$ cat src/inc/smc_pkg.sv
package smc_pkg;

   // ***********************************************
   // system address map
   // ***********************************************
   localparam int          BANKS          = 8;
   localparam int          ADDR_W         = 24;
   localparam int          DATA_W         = 32;
   localparam int          LANES          = 4;
   localparam int          BASE_HI        = 31;
   localparam int          BASE_LO        = 29;
   localparam logic [2:0]  BASE_PATTERN   = 3'h2;
   localparam int          BANK_HI        = 28;
   localparam int          BANK_LO        = 26;

   // ***********************************************
   // per-bank settings
   // ***********************************************
   localparam logic [1:0]  WIDTH_8        = 2'h0;
   localparam logic [1:0]  WIDTH_16       = 2'h1;
   localparam logic [1:0]  WIDTH_32       = 2'h2;
   localparam int          WAIT_W         = 5;
   localparam int          IDLE_W         = 4;
   localparam logic [3:0]  LANES_8        = 4'h1;
   localparam logic [3:0]  LANES_16       = 4'h3;
   localparam logic [3:0]  LANES_32       = 4'hf;

   // ***********************************************
   // sequencer states
   // ***********************************************
   typedef enum logic [4:0]
   {
      ST_IDLE = 5'h01,
      ST_TURN = 5'h02,
      ST_RD   = 5'h04,
      ST_WR   = 5'h08,
      ST_DONE = 5'h10
   } smc_state_type;

endpackage : smc_pkg

$ cat src/core/smc_decode.sv
`timescale 1ns/100ps
module smc_decode
   import smc_pkg::*;
(
   // system address
   input  wire logic [31:0]       addr_i,
   // decode result
   output logic                   hit_o,
   output logic [2:0]             bank_o,
   output logic [ADDR_W-1:0]      local_o
);

   // bits 25:24 ignored so that region mirrors the bank
   always_comb
   begin
      hit_o   = (addr_i[BASE_HI:BASE_LO] == BASE_PATTERN);
      bank_o  = addr_i[BANK_HI:BANK_LO];
      local_o = addr_i[ADDR_W-1:0];
   end

endmodule : smc_decode

$ cat src/core/smc_ctrl.sv
`timescale 1ns/100ps
// What this block does
// - eight independent banks, 16 MB each
// - bank width 8, 16 or 32 bits
// - one chip select per bank, only addressed
// - chip select polarity programmable per bank
// - external only when address 31:29 is 010
// - address 28:26 picks bank directly
// - address 25:24 ignored, mirrors bank
// - address 23:0 drives external address bus
// - turnaround idle one to sixteen cycles
// - read then write same bank inserts idle
// - read and write waits per bank, to 32
// - burst rom first and later beat waits
// - page reads change only low address bits
// - per-bank byte lanes on reads control
// - four byte lane selects mark used bytes
// - write enable low only in writes
// - output enable low only in reads
// - single clock, counts in its periods
module smc_ctrl
   import smc_pkg::*;
(
   // clock and reset
   input  wire logic                      clk_i,
   input  wire logic                      nrst_i,
   // access request
   input  wire logic                      req_i,
   input  wire logic                      we_i,
   input  wire logic [31:0]               addr_i,
   input  wire logic [DATA_W-1:0]         wdata_i,
   input  wire logic [LANES-1:0]          be_i,
   input  wire logic                      burst_i,
   output logic                           ready_o,
   output logic                           done_o,
   output logic                           err_o,
   output logic [DATA_W-1:0]              rdata_o,
   // per-bank configuration
   input  wire logic [BANKS*2-1:0]        cfg_width_i,
   input  wire logic [BANKS-1:0]          cfg_cs_high_i,
   input  wire logic [BANKS*IDLE_W-1:0]   cfg_idle_i,
   input  wire logic [BANKS*WAIT_W-1:0]   cfg_rd_wait_i,
   input  wire logic [BANKS*WAIT_W-1:0]   cfg_wr_wait_i,
   input  wire logic [BANKS*WAIT_W-1:0]   cfg_burst_wait_i,
   input  wire logic [BANKS-1:0]          cfg_burst_rom_i,
   input  wire logic [BANKS-1:0]          cfg_wprot_i,
   input  wire logic [BANKS-1:0]          cfg_rd_lanes_i,
   // external bus
   output logic [BANKS-1:0]               bank_select_out_o,
   output logic [LANES-1:0]               byte_lane_select_n_o,
   output logic                           we_n_o,
   output logic                           oe_n_o,
   output logic [ADDR_W-1:0]              ext_addr_o,
   output logic [DATA_W-1:0]              data_o,
   output logic                           data_oe_o,
   input  wire logic [DATA_W-1:0]         data_i,
   // status
   output logic                           busy_o
);

   // ***********************************************
   // state
   // ***********************************************
   typedef struct packed
   {
      smc_state_type       st;
      logic [2:0]          bank;
      logic                we;
      logic                burst;
      logic [ADDR_W-1:0]   addr;
      logic [DATA_W-1:0]   wdata;
      logic [LANES-1:0]    lanes;
      logic [WAIT_W-1:0]   cnt;
      logic                beat1;
      logic                last_rd;
      logic [2:0]          last_bank;
      logic [BANKS-1:0]    cs_act;
      logic [LANES-1:0]    bls_n;
      logic                we_n;
      logic                oe_n;
      logic                doe;
      logic [DATA_W-1:0]   rdata;
      logic                done;
      logic                err;
   } smc_regs_type;

   smc_regs_type r_q;
   smc_regs_type r_d;

   logic               hit;
   logic [2:0]         dbank;
   logic [ADDR_W-1:0]  dlocal;

   smc_decode u_decode
   (
      .addr_i  (addr_i),
      .hit_o   (hit),
      .bank_o  (dbank),
      .local_o (dlocal)
   );

   // ***********************************************
   // per-bank fields
   // ***********************************************
   logic [1:0]         width_b  [BANKS];
   logic [IDLE_W-1:0]  idle_b   [BANKS];
   logic [WAIT_W-1:0]  rdw_b    [BANKS];
   logic [WAIT_W-1:0]  wrw_b    [BANKS];
   logic [WAIT_W-1:0]  bw_b     [BANKS];

   genvar gi;
   generate
      for (gi = 0; gi < BANKS; gi++)
      begin : g_bank
         assign width_b[gi] = cfg_width_i[gi*2 +: 2];
         assign idle_b[gi]  = cfg_idle_i[gi*IDLE_W +: IDLE_W];
         assign rdw_b[gi]   = cfg_rd_wait_i[gi*WAIT_W +: WAIT_W];
         assign wrw_b[gi]   = cfg_wr_wait_i[gi*WAIT_W +: WAIT_W];
         assign bw_b[gi]    = cfg_burst_wait_i[gi*WAIT_W +: WAIT_W];
         // polarity applied on the registered active flag
         assign bank_select_out_o[gi] = r_q.cs_act[gi] ~^ cfg_cs_high_i[gi];
      end
   endgenerate

   // ***********************************************
   // sequencer
   // ***********************************************
   logic [LANES-1:0] lane_mask;
   logic             turn_needed;

   always_comb
   begin
      r_d       = r_q;
      r_d.done  = 1'b0;
      r_d.err   = 1'b0;
      lane_mask = LANES_32;
      // narrow banks use only the low lanes of the bus
      unique case (width_b[dbank])
         WIDTH_8:  lane_mask = LANES_8;
         WIDTH_16: lane_mask = LANES_16;
         default:  lane_mask = LANES_32;
      endcase
      turn_needed = r_q.last_rd && we_i && (r_q.last_bank == dbank);

      unique case (r_q.st)
         ST_IDLE:
         begin
            if (req_i)
            begin
               if (!hit)
               begin
                  r_d.err  = 1'b1;
                  r_d.done = 1'b1;
               end
               else
               begin
                  r_d.bank  = dbank;
                  r_d.we    = we_i;
                  r_d.burst = burst_i && !we_i && cfg_burst_rom_i[dbank];
                  r_d.addr  = dlocal;
                  r_d.wdata = wdata_i;
                  r_d.lanes = be_i & lane_mask;
                  r_d.beat1 = 1'b1;
                  if (turn_needed)
                  begin
                     // idle field value n gives n+1 cycles
                     r_d.cnt = {1'b0, idle_b[dbank]};
                     r_d.st  = ST_TURN;
                  end
                  else
                  begin
                     r_d.cs_act[dbank] = 1'b1;
                     if (we_i)
                     begin
                        r_d.cnt = wrw_b[dbank];
                        r_d.st  = ST_WR;
                        r_d.doe = 1'b1;
                        if (!cfg_wprot_i[dbank])
                        begin
                           r_d.we_n  = 1'b0;
                           r_d.bls_n = ~(be_i & lane_mask);
                        end
                     end
                     else
                     begin
                        r_d.cnt  = rdw_b[dbank];
                        r_d.st   = ST_RD;
                        r_d.oe_n = 1'b0;
                        if (cfg_rd_lanes_i[dbank])
                        begin
                           r_d.bls_n = ~(be_i & lane_mask);
                        end
                     end
                  end
               end
            end
         end
         ST_TURN:
         begin
            // idle cycles count in controller clock periods
            if (r_q.cnt == '0)
            begin
               r_d.last_rd          = 1'b0;
               r_d.cs_act[r_q.bank] = 1'b1;
               r_d.cnt              = wrw_b[r_q.bank];
               r_d.st               = ST_WR;
               r_d.doe              = 1'b1;
               if (!cfg_wprot_i[r_q.bank])
               begin
                  r_d.we_n  = 1'b0;
                  r_d.bls_n = ~r_q.lanes;
               end
            end
            else
            begin
               r_d.cnt = r_q.cnt - 1'b1;
            end
         end
         ST_RD:
         begin
            if (r_q.cnt == '0)
            begin
               r_d.rdata = data_i;
               r_d.done  = 1'b1;
               if (r_q.burst && req_i && !we_i && hit && (dbank == r_q.bank)
                   && (dlocal[ADDR_W-1:LANES] == r_q.addr[ADDR_W-1:LANES]))
               begin
                  // page beat: only low address bits move, strobes stay
                  r_d.addr  = dlocal;
                  r_d.cnt   = bw_b[r_q.bank];
                  r_d.beat1 = 1'b0;
               end
               else
               begin
                  r_d.st        = ST_DONE;
                  r_d.cs_act    = '0;
                  r_d.oe_n      = 1'b1;
                  r_d.bls_n     = '1;
                  r_d.last_rd   = 1'b1;
                  r_d.last_bank = r_q.bank;
               end
            end
            else
            begin
               r_d.cnt = r_q.cnt - 1'b1;
            end
         end
         ST_WR:
         begin
            if (r_q.cnt == '0)
            begin
               r_d.st        = ST_DONE;
               r_d.done      = 1'b1;
               r_d.cs_act    = '0;
               r_d.we_n      = 1'b1;
               r_d.bls_n     = '1;
               r_d.doe       = 1'b0;
               r_d.last_rd   = 1'b0;
               r_d.last_bank = r_q.bank;
            end
            else
            begin
               r_d.cnt = r_q.cnt - 1'b1;
            end
         end
         ST_DONE:
         begin
            r_d.st = ST_IDLE;
         end
         default:
         begin
            r_d.st     = ST_IDLE;
            r_d.cs_act = '0;
            r_d.we_n   = 1'b1;
            r_d.oe_n   = 1'b1;
            r_d.bls_n  = '1;
            r_d.doe    = 1'b0;
         end
      endcase
   end

   // ***********************************************
   // registers
   // ***********************************************
   always_ff @(posedge clk_i)
   begin
      if (!nrst_i)
      begin
         r_q           <= '0;
         r_q.st        <= ST_IDLE;
         r_q.bls_n     <= '1;
         r_q.we_n      <= 1'b1;
         r_q.oe_n      <= 1'b1;
      end
      else
      begin
         r_q <= r_d;
      end
   end

   // ***********************************************
   // outputs
   // ***********************************************
   assign ready_o              = (r_q.st == ST_IDLE);
   assign done_o               = r_q.done;
   assign err_o                = r_q.err;
   assign rdata_o              = r_q.rdata;
   assign byte_lane_select_n_o = r_q.bls_n;
   assign we_n_o               = r_q.we_n;
   assign oe_n_o               = r_q.oe_n;
   assign ext_addr_o           = r_q.addr;
   assign data_o               = r_q.wdata;
   assign data_oe_o            = r_q.doe;
   assign busy_o               = (r_q.st != ST_IDLE);

endmodule : smc_ctrl

$ cat config.mk
export PLATFORM = sky130hd
export DESIGN_NAME = smc_ctrl
export DESIGN_NICKNAME = d
export VERILOG_FILES = /design/src/inc/smc_pkg.sv /design/src/core/smc_decode.sv /design/src/core/smc_ctrl.sv
export SDC_FILE = /design/constraint.sdc
export NUM_CORES = 1
export LEC_CHECK = 0
export BUFFER_PORTS_ARGS = -buffer_cell sky130_fd_sc_hd__buf_2
export CORE_AREA = 4 4 160 162
export CTS_BUF_LIST = sky130_fd_sc_hd__clkbuf_8 sky130_fd_sc_hd__clkbuf_16
export DETAILED_ROUTE_END_ITERATION = 6
export DIE_AREA = 0 0 164 166
export HOLD_SLACK_MARGIN = 0.12
export PLACE_DENSITY = 0.73
export SYNTH_ARGS = -nofsm -noshare
export SYNTH_HDL_FRONTEND = slang
export SYNTH_SLANG_ARGS = --single-unit
$ cat constraint.sdc
create_clock -name clk_i -period 2.25 [get_ports clk_i]
set_clock_uncertainty 0.15 [all_clocks]
set_input_delay 0.3375 -clock clk_i [delete_from_list [all_inputs] [get_ports clk_i]]
set_output_delay 0.3375 -clock clk_i [all_outputs]
set_load 0.05 [all_outputs]
==> out/results.tsv, run 1 <==
stage	metric	value	unit
run_status	status	complete, but fails checks	
run_status	failed_checks	negative setup slack	
timing	slew_violations	0	
logic_synthesis	ys_types	81	
timing	setup_violations	25	
power	ir_drop	0.0005692	V
critical_path	path_delay_family	simple AND/OR/NAND/NOR gates	
finish	final_cell_mix	buf_2 (402), nand2_1 (224), buf_4 (136)	
finish	nets	1860	
critical_path	cp_num_buf_inv	3	
logic_synthesis	avgSynthCellArea	8.158	sq um
power	power.density	647.1	nW/um^2
route	dr.pass1.iters	5	
critical_path	required	2.43	ns
clocking	cts-root-buf	clkbuf_16	
logic_synthesis	ys_ff_latch	127	
logic_synthesis	yosys-mux-area-fraction	14.84	%
power	leakage	5.882	nW
clocking	clkSinkCount	127	
clocking	clk_pin_slew	0.06	ns
logic_synthesis	synth-adder-area-share	0.1456	%
global_route	overflow	0	
finish	drive_gt1_share	45.21	%
route	drtIter0Drc	854	
floorplanning	core	24110	sq um
logic_synthesis	yosys.area_share.simple	21.19	%
timing	rsz0062_at_grt	yes	
timing	worst_pin_slew	0.5201	ns
critical_path	cp.arrival	2.54	ns
route	drtAntennaViolNets	0	
worst_hold_path	min_path_type	input pin to flip-flop	
place	gp_congestion	0.9462	
critical_path	cp_slowest_cell	nor4_4	
timing	whs	0.1563	ns
timing	hold_violations	0	
critical_path	cp_max_fo	5	
floorplanning	die_x	164	um
logic_synthesis	yosys_warnings	0	
logic_synthesis	ys.flop_type	dfxtp_1	
logic_synthesis	synth_edf_count	0	
logic_synthesis	syn_nets	1359	
critical_path	path_common_cell	buf_6	
critical_path	regToRegSetupSlack	-0.11	ns
floorplanning	die_y	166	um
logic_synthesis	netlist_area	8591	sq um
finish	layout_commonest_cell	buf_2	
critical_path	path_cells	buf_6, buf_6, xnor2_4, nand4_1, nor4_4, nand2_4, a21oi_4, clkbuf_16, mux2i_1	
clocking	tritoncts	done	
floorplanning	row_count	57	
floorplanning	dieArea	27220	sq um
route	vias	9840	
route	route.detailed.drc	0	
place	hpwl	26260	um
route	wl_per_cell	18.81	um
timing	slew_headroom	65.20	%
global_route	grt_pass1_vias	9801	
route	drt-total-wl	35610	um
logic_synthesis	synth-xor-area-share	3.976	%
clocking	clock_latency	0.41	ns
finish	fin_util	54.98	%
timing	period_share	104.8	%
logic_synthesis	async_flop_share	0	%
critical_path	max_stage_delay	0.36	ns
clocking	numCtsBuffers	17	
logic_synthesis	ys_seq_area_share	29.60	%
timing	fin_crit	2.357	ns
timing	setup_ws	-0.1070	ns
place	place_ws	-0.3663	ns
place	io_buffers	409	
logic_synthesis	synth_compound_area_share	17.10	%
clocking	cts_buffer_depth	2	
critical_path	cp-end-kind	flip-flop	
global_route	grt_use_total	24.18	%
floorplanning	ios	412	
global_route	grt_pass1_wl	52550	um
global_route	grt_max_degree	66	
logic_synthesis	synth_top_family_by_area	simple AND/OR/NAND/NOR gates	
timing	fmax	0.4243	GHz
critical_path	worstSetupStartpointType	flip-flop	
run	maxCapViolCount	0	
global_route	antenna_found_initial	2	
route	vias_per_cell	5.198	
floorplanning	initial_utilization	35.64	%
critical_path	crit_type	flip-flop to flip-flop	
clocking	htree_levels	4	
finish	area_delta_synth_final	54.28	%
logic_synthesis	syn_inst	1053	
cell type report:
class	count	area, sq um
Fill cell	2134	10850
Multi-Input combinational cell	742	5276
Timing Repair Buffer	651	4312
Sequential cell	127	2559
Clock buffer	18	439.2
Tap cell	324	405.4
Clock inverter	13	196.4
Inverter	15	58.81
Antenna cell	3	7.507
worst register-to-register path, delay by kind of cell, from the launching register on:
family | cells | cell delay [ns]
xor gates and xnor gates | 1 | 0.16
buffers and inverters | 3 | 0.48
and+or+nand+nor | 3 | 0.64
muxes | 1 | 0.20
AOI/OAI and AO/OA | 1 | 0.32
DFF | 1 | 0.33
power by group:
group / switching [mW] / internal, mW
clock network: 1.04 / 1.98
registers: 0.144 / 2.41
logic: 1.68 / 1.33
total: 2.86 / 5.72
stage by stage:
step | area (sq um) | setup TNS (ns) | power [mW] | cells
6_report | 13250 | -1.174 | 8.577 | 1893
4_1_cts | 12760 | -0.03152 | 8.351 | 1875
5_1_grt | 13250 | -4.275 | 8.925 | 1892
3_3_place_gp | 11090 | -10.80 | 5.067 | 1748
2_1_floorplan | 8594 | -15.69 | 4.314 | 1053
3_5_place_dp | 11090 | -11.01 | 5.093 | 1748
cell usage after synthesis (all sizes together), types with 4 or more instances:
cell type,count,area (sq um)
nand2,229,862.1
dfxtp,127,2542
buf,124,902.1
a21oi,99,506.7
mux2i,52,520.5
clkbuf,45,168.9
nor2,35,138.9
xnor2,34,297.8
o21ai,23,115.1
mux2,22,259.0
mux4,22,495.5
nand3,20,100.1
nor3,18,90.09
a31oi,17,106.4
inv,15,58.81
and3,12,80.08
nand4,12,75.07
nor2b,12,75.07
a221oi,11,96.34
nor4,11,102.6
nand2b,10,70.06
o211ai,6,45.04
o22ai,6,51.30
a211oi,5,37.54
a221o,5,50.05
a22oi,5,37.54
and2,5,31.28
xor2,5,43.79
a2111oi,4,53.81
and3b,4,35.03
o221ai,4,35.03
o31ai,4,30.03
o41ai,4,53.81
registers in the layout (all words and copies together), names as in the netlist, 4 cells and up:
name,cells
data_o,32
rdata_o,32
r_q,30
ext_addr_o,24
byte_lane_select_n_o,4
worst paths after layout:
path                                         startpoint                    endpoint  cells past startpoint
worst max-delay path              r_q[121]$_SDFFE_PN0P_  ext_addr_o[8]$_SDFFE_PN0P_                      9
worst max register to register    r_q[121]$_SDFFE_PN0P_  ext_addr_o[8]$_SDFFE_PN0P_                      9
worst min register to register  rdata_o[1]$_SDFFE_PN0P_     rdata_o[1]$_SDFFE_PN0P_                      2
worst min-delay path                              req_i            err_o$_SDFF_PN0_                      4
layer usage:
metal | track usage, % | share of wire, % | wire, um
met1 | 29.66 | 39 | 13920
met2 | 41.29 | 50 | 17820
met3 | 6.230 | 8.7 | 3085
met4 | 7.732 | 2.2 | 793
met5 | 0 | 0 | 0
cells by family (layout without fill, tap and decap cells):
kind of cell    Yosys count  after routing
compound gates          221            221
xor+xnor                 39             39
fa+ha+maj                 1              1
buf+inv                 184            697
flops                   127            127
mux                      96             96
other cells               0              3
simple gates            385            385
repair_timing:
item,CTS,global route
hold endpoints to repair,91,0
gates cloned,0,3
endpoints found under the setup margin,35,53
gates resized for setup,21,64
pin swaps,5,30
hold buffers,91,0
buffers inserted,5,18
Power figures use the tool's default switching activity.
==> run 2, diff against run 1 <==
Settings changed: RECOVER_POWER set to 25.
==> out/results.tsv, run 2 (synthesis gave the netlist of run 1 again) <==
stage	metric	value	unit
clocking	clock_latency	0.41	ns
timing	fmax	0.4243	GHz
critical_path	cp_max_fo	5	
timing	rsz0062_at_grt	yes	
clocking	htree_levels	4	
critical_path	cp.arrival	2.54	ns
global_route	grt_use_total	24.18	%
place	gp_congestion	0.9462	
global_route	antenna_found_initial	2	
worst_hold_path	min_path_type	input pin to flip-flop	
floorplanning	ios	412	
timing	slew_violations	0	
route	drtIter0Drc	853	
timing	period_share	104.7	%
floorplanning	core	24110	sq um
run_status	failed_checks	negative setup slack	
route	drt-total-wl	35620	um
clocking	tritoncts	done	
critical_path	cp-end-kind	flip-flop	
power	ir_drop	0.0005693	V
clocking	clk_pin_slew	0.06	ns
finish	area_delta_synth_final	53.58	%
route	route.detailed.drc	0	
route	wl_per_cell	18.82	um
timing	worst_pin_slew	0.7234	ns
route	dr.pass1.iters	5	
timing	setup_violations	25	
route	vias_per_cell	5.219	
power	power.density	649.6	nW/um^2
timing	whs	0.1621	ns
route	drtAntennaViolNets	0	
floorplanning	initial_utilization	35.64	%
global_route	overflow	0	
global_route	grt_pass1_vias	9801	
clocking	cts-root-buf	clkbuf_16	
timing	setup_ws	-0.1067	ns
global_route	grt_max_degree	66	
finish	drive_gt1_share	42.15	%
timing	hold_violations	0	
run	maxCapViolCount	0	
place	io_buffers	409	
place	place_ws	-0.3663	ns
critical_path	crit_type	flip-flop to flip-flop	
finish	num-fill-cells	2161	
finish	layout_commonest_cell	buf_2	
power	leakage	5.680	nW
run_status	status	complete, but fails checks	
finish	nets	1860	
power	total_power	8.571	mW
floorplanning	row_count	57	
floorplanning	die_y	166	um
critical_path	worstSetupStartpointType	flip-flop	
floorplanning	dieArea	27220	sq um
floorplanning	die_x	164	um
global_route	grt_pass1_wl	52550	um
clocking	clkSinkCount	127	
route	vias	9879	
timing	slew_headroom	51.98	%
critical_path	required	2.43	ns
place	hpwl	26260	um
clocking	numCtsBuffers	17	
clocking	cts_buffer_depth	2	
timing	fin_crit	2.357	ns
finish	final_cell_mix	buf_2 (354), nand2_1 (224), buf_4 (136)	
run 2: stage by stage:
stage / instance area, sq um / setup TNS (ns) / cells / utilization, %
after floorplan: 8594 / -15.69 / 1053 / -
after global placement: 11090 / -10.80 / 1748 / 45.99
after detailed placement: 11090 / -11.01 / 1748 / 45.99
after CTS: 12760 / -0.03152 / 1875 / 52.93
after global routing: 13190 / -4.275 / 1892 / 54.72
final: 13190 / -1.167 / 1893 / 54.73
run 2: layout make-up:
| type | count | area (sq um) | share of cell area (%) |
|---|---|---|---|
| Multi-Input combinational cell | 742 | 5276 | 39.99 |
| Inverter | 15 | 58.81 | 0.4457 |
| Clock inverter | 13 | 196.4 | 1.489 |
| Sequential cell | 127 | 2559 | 19.39 |
| Antenna cell | 3 | 7.507 | 0.05690 |
| Tap cell | 324 | 405.4 | 3.073 |
| Clock buffer | 18 | 439.2 | 3.329 |
| Timing Repair Buffer | 651 | 4252 | 32.22 |
run 2: worst max-delay path: stages (launching register included):
cell,delay [ns]
dfxtp_2,0.33
buf_6,0.13
buf_6,0.12
xnor2_4,0.16
nand4_1,0.17
nor4_4,0.36
nand2_4,0.10
a21oi_4,0.32
clkbuf_16,0.23
mux2i_1,0.20
run 2: final timing paths:
path / start / endpoint / slack [ns] / cells after the start
setup reg to reg: r_q[121]$_SDFFE_PN0P_ / ext_addr_o[8]$_SDFFE_PN0P_ / -0.11 / 9
setup / recovery: r_q[121]$_SDFFE_PN0P_ / ext_addr_o[8]$_SDFFE_PN0P_ / -0.11 / 9
hold reg to reg: data_oe_o$_SDFFE_PN0P_ / data_oe_o$_SDFFE_PN0P_ / 0.30 / 2
hold / removal: be_i[3] / r_q[62]$_SDFFE_PN0P_ / 0.16 / 4
run 2: timing repair:
item | CTS | global route
cloned | 0 | 3
endpoints found under the setup margin | 35 | 53
buffers inserted | 5 | 18
gates resized for setup | 21 | 64
endpoints found under the hold margin | 91 | 0
hold buffers | 91 | 0
pin swaps | 5 | 30
run 2: metal layers:
metal / track usage, % / part of all wire, % / vias up
li1: - / - / 4658
met1: 29.66 / 39 / 4670
met2: 41.29 / 50 / 499
met3: 6.230 / 8.8 / 52
met4: 7.732 / 2.3 / 0
met5: 0 / 0 / -
run 2: report_power, final:
group          switching (mW)  internal (mW)  total [mW]
clock network            1.04           1.98        3.01
logic                    1.68           1.33        3.01
registers               0.145           2.41        2.55
==> run 3, diff against run 2 <==
Settings changed: SKIP_CTS_REPAIR_TIMING set to 1.
==> out/results.tsv, run 3 (synthesis gave the netlist of run 1 again) <==
stage	metric	value	unit
route	vias	9869	
critical_path	cp_max_fo	5	
worst_hold_path	hold_start	req_i	
global_route	overflow	0	
run	maxCapViolCount	0	
place	placed_cells	1748	
route	dr.pass1.iters	5	
clocking	clock_latency	0.41	ns
place	io_buffers	409	
critical_path	required	2.43	ns
floorplanning	initial_utilization	35.64	%
finish	final_cell_mix	buf_2 (360), nand2_1 (228), buf_4 (125)	
power	ir_drop	0.0005808	V
global_route	grt_max_degree	66	
place	place_ws	-0.3663	ns
timing	hold_violations	0	
timing	setup_violations	16	
finish	layout_commonest_cell	buf_2	
global_route	grt_pass1_wl	49040	um
floorplanning	dieArea	27220	sq um
global_route	grt_pass1_vias	8986	
clocking	clkSinkCount	127	
global_route	antenna_found_initial	1	
route	drt-total-wl	35290	um
critical_path	cp-end-kind	flip-flop	
floorplanning	row_count	57	
run_status	status	complete, but fails checks	
place	hpwl	26260	um
route	drtIter0Drc	826	
clocking	cts_buffer_depth	2	
timing	worst_pin_slew	0.6923	ns
clocking	tritoncts	done	
route	vias_per_cell	5.233	
critical_path	cp.arrival	2.50	ns
clocking	numCtsBuffers	17	
timing	fin_crit	2.314	ns
run_status	failed_checks	negative setup slack	
power	power.density	649.8	nW/um^2
critical_path	r2r-start	ext_addr_o[5]$_SDFFE_PN0P_	
critical_path	worstSetupStartpointType	flip-flop	
finish	drive_gt1_share	41.38	%
power	leakage	5.576	nW
finish	area_delta_synth_final	51.37	%
route	route.detailed.drc	0	
timing	rsz0062_at_grt	yes	
floorplanning	core	24110	sq um
clocking	htree_levels	4	
floorplanning	die_x	164	um
timing	slew_headroom	54.04	%
floorplanning	ios	412	
clocking	clk_pin_slew	0.06	ns
place	gp_congestion	0.9462	
route	wl_per_cell	18.71	um
critical_path	crit_type	flip-flop to flip-flop	
timing	fmax	0.4322	GHz
worst_hold_path	min_path_type	input pin to flip-flop	
critical_path	crit_path_start	ext_addr_o[5]$_SDFFE_PN0P_	
timing	period_share	102.8	%
floorplanning	die_y	166	um
finish	nets	1855	
global_route	grt_use_total	22.67	%
timing	slew_violations	0	
route	drtAntennaViolNets	0	
clocking	cts-root-buf	clkbuf_16	
finish	finalNonFillerCells	1886	
timing	setup_ws	-0.06394	ns
[run 3: layout make-up]
| type | count | area [sq um] |
|---|---|---|
| Fill cell | 2198 | 11100 |
| Multi-Input combinational cell | 742 | 5146 |
| Timing Repair Buffer | 646 | 4203 |
| Sequential cell | 127 | 2552 |
| Clock buffer | 18 | 439.2 |
| Tap cell | 324 | 405.4 |
| Clock inverter | 13 | 196.4 |
| Inverter | 15 | 58.81 |
| Antenna cell | 1 | 2.502 |
[run 3: where the power goes]
part           total, mW  switching, mW  internal (mW)
logic               2.91           1.64           1.26
clock network       3.00           1.02           1.98
registers           2.54          0.134           2.41
[run 3: worst max-delay path, stage by stage, from the launching register on]
cell and delay, ns:
dfxtp_1 0.35, xnor2_2 0.22, nand4_1 0.21, nor4_2 0.32, buf_4 0.15, nand2_2 0.07, a21oi_4 0.32, clkbuf_16 0.23
mux2i_1 0.21
[run 3: through the flow]
stage	TNS [ns]	area [sq um]	util, %	total power [mW]	hold WS, ns
after CTS	-2.131	11720	48.63	8.144	-0.01581
after global routing	-3.994	13000	53.94	8.822	0.1555
after detailed placement	-11.01	11090	45.99	5.093	0.2873
after floorplan	-15.69	8594	-	4.314	0.2816
after global placement	-10.80	11090	45.99	5.067	0.2846
final	-0.3527	13000	53.94	8.450	0.1519
[run 3: final timing paths]
path,endpoint,slack [ns],cells past startpoint
hold reg to reg,data_oe_o$_SDFFE_PN0P_,0.30,2
setup / recovery,ext_addr_o[16]$_SDFFE_PN0P_,-0.06,8
hold / removal,err_o$_SDFF_PN0_,0.15,4
setup reg to reg,ext_addr_o[16]$_SDFFE_PN0P_,-0.06,8
[run 3: per-layer routing]
metal / routed length (um) / part of all wire [%] / up-vias / track usage (%)
met3: 3161 / 9.0 / 61 / 6.081
met1: 13880 / 39 / 4680 / 28.68
li1: - / - / 4648 / -
met2: 17420 / 49 / 480 / 38.38
met4: 825 / 2.3 / 0 / 5.507
met5: 0 / 0 / - / 0
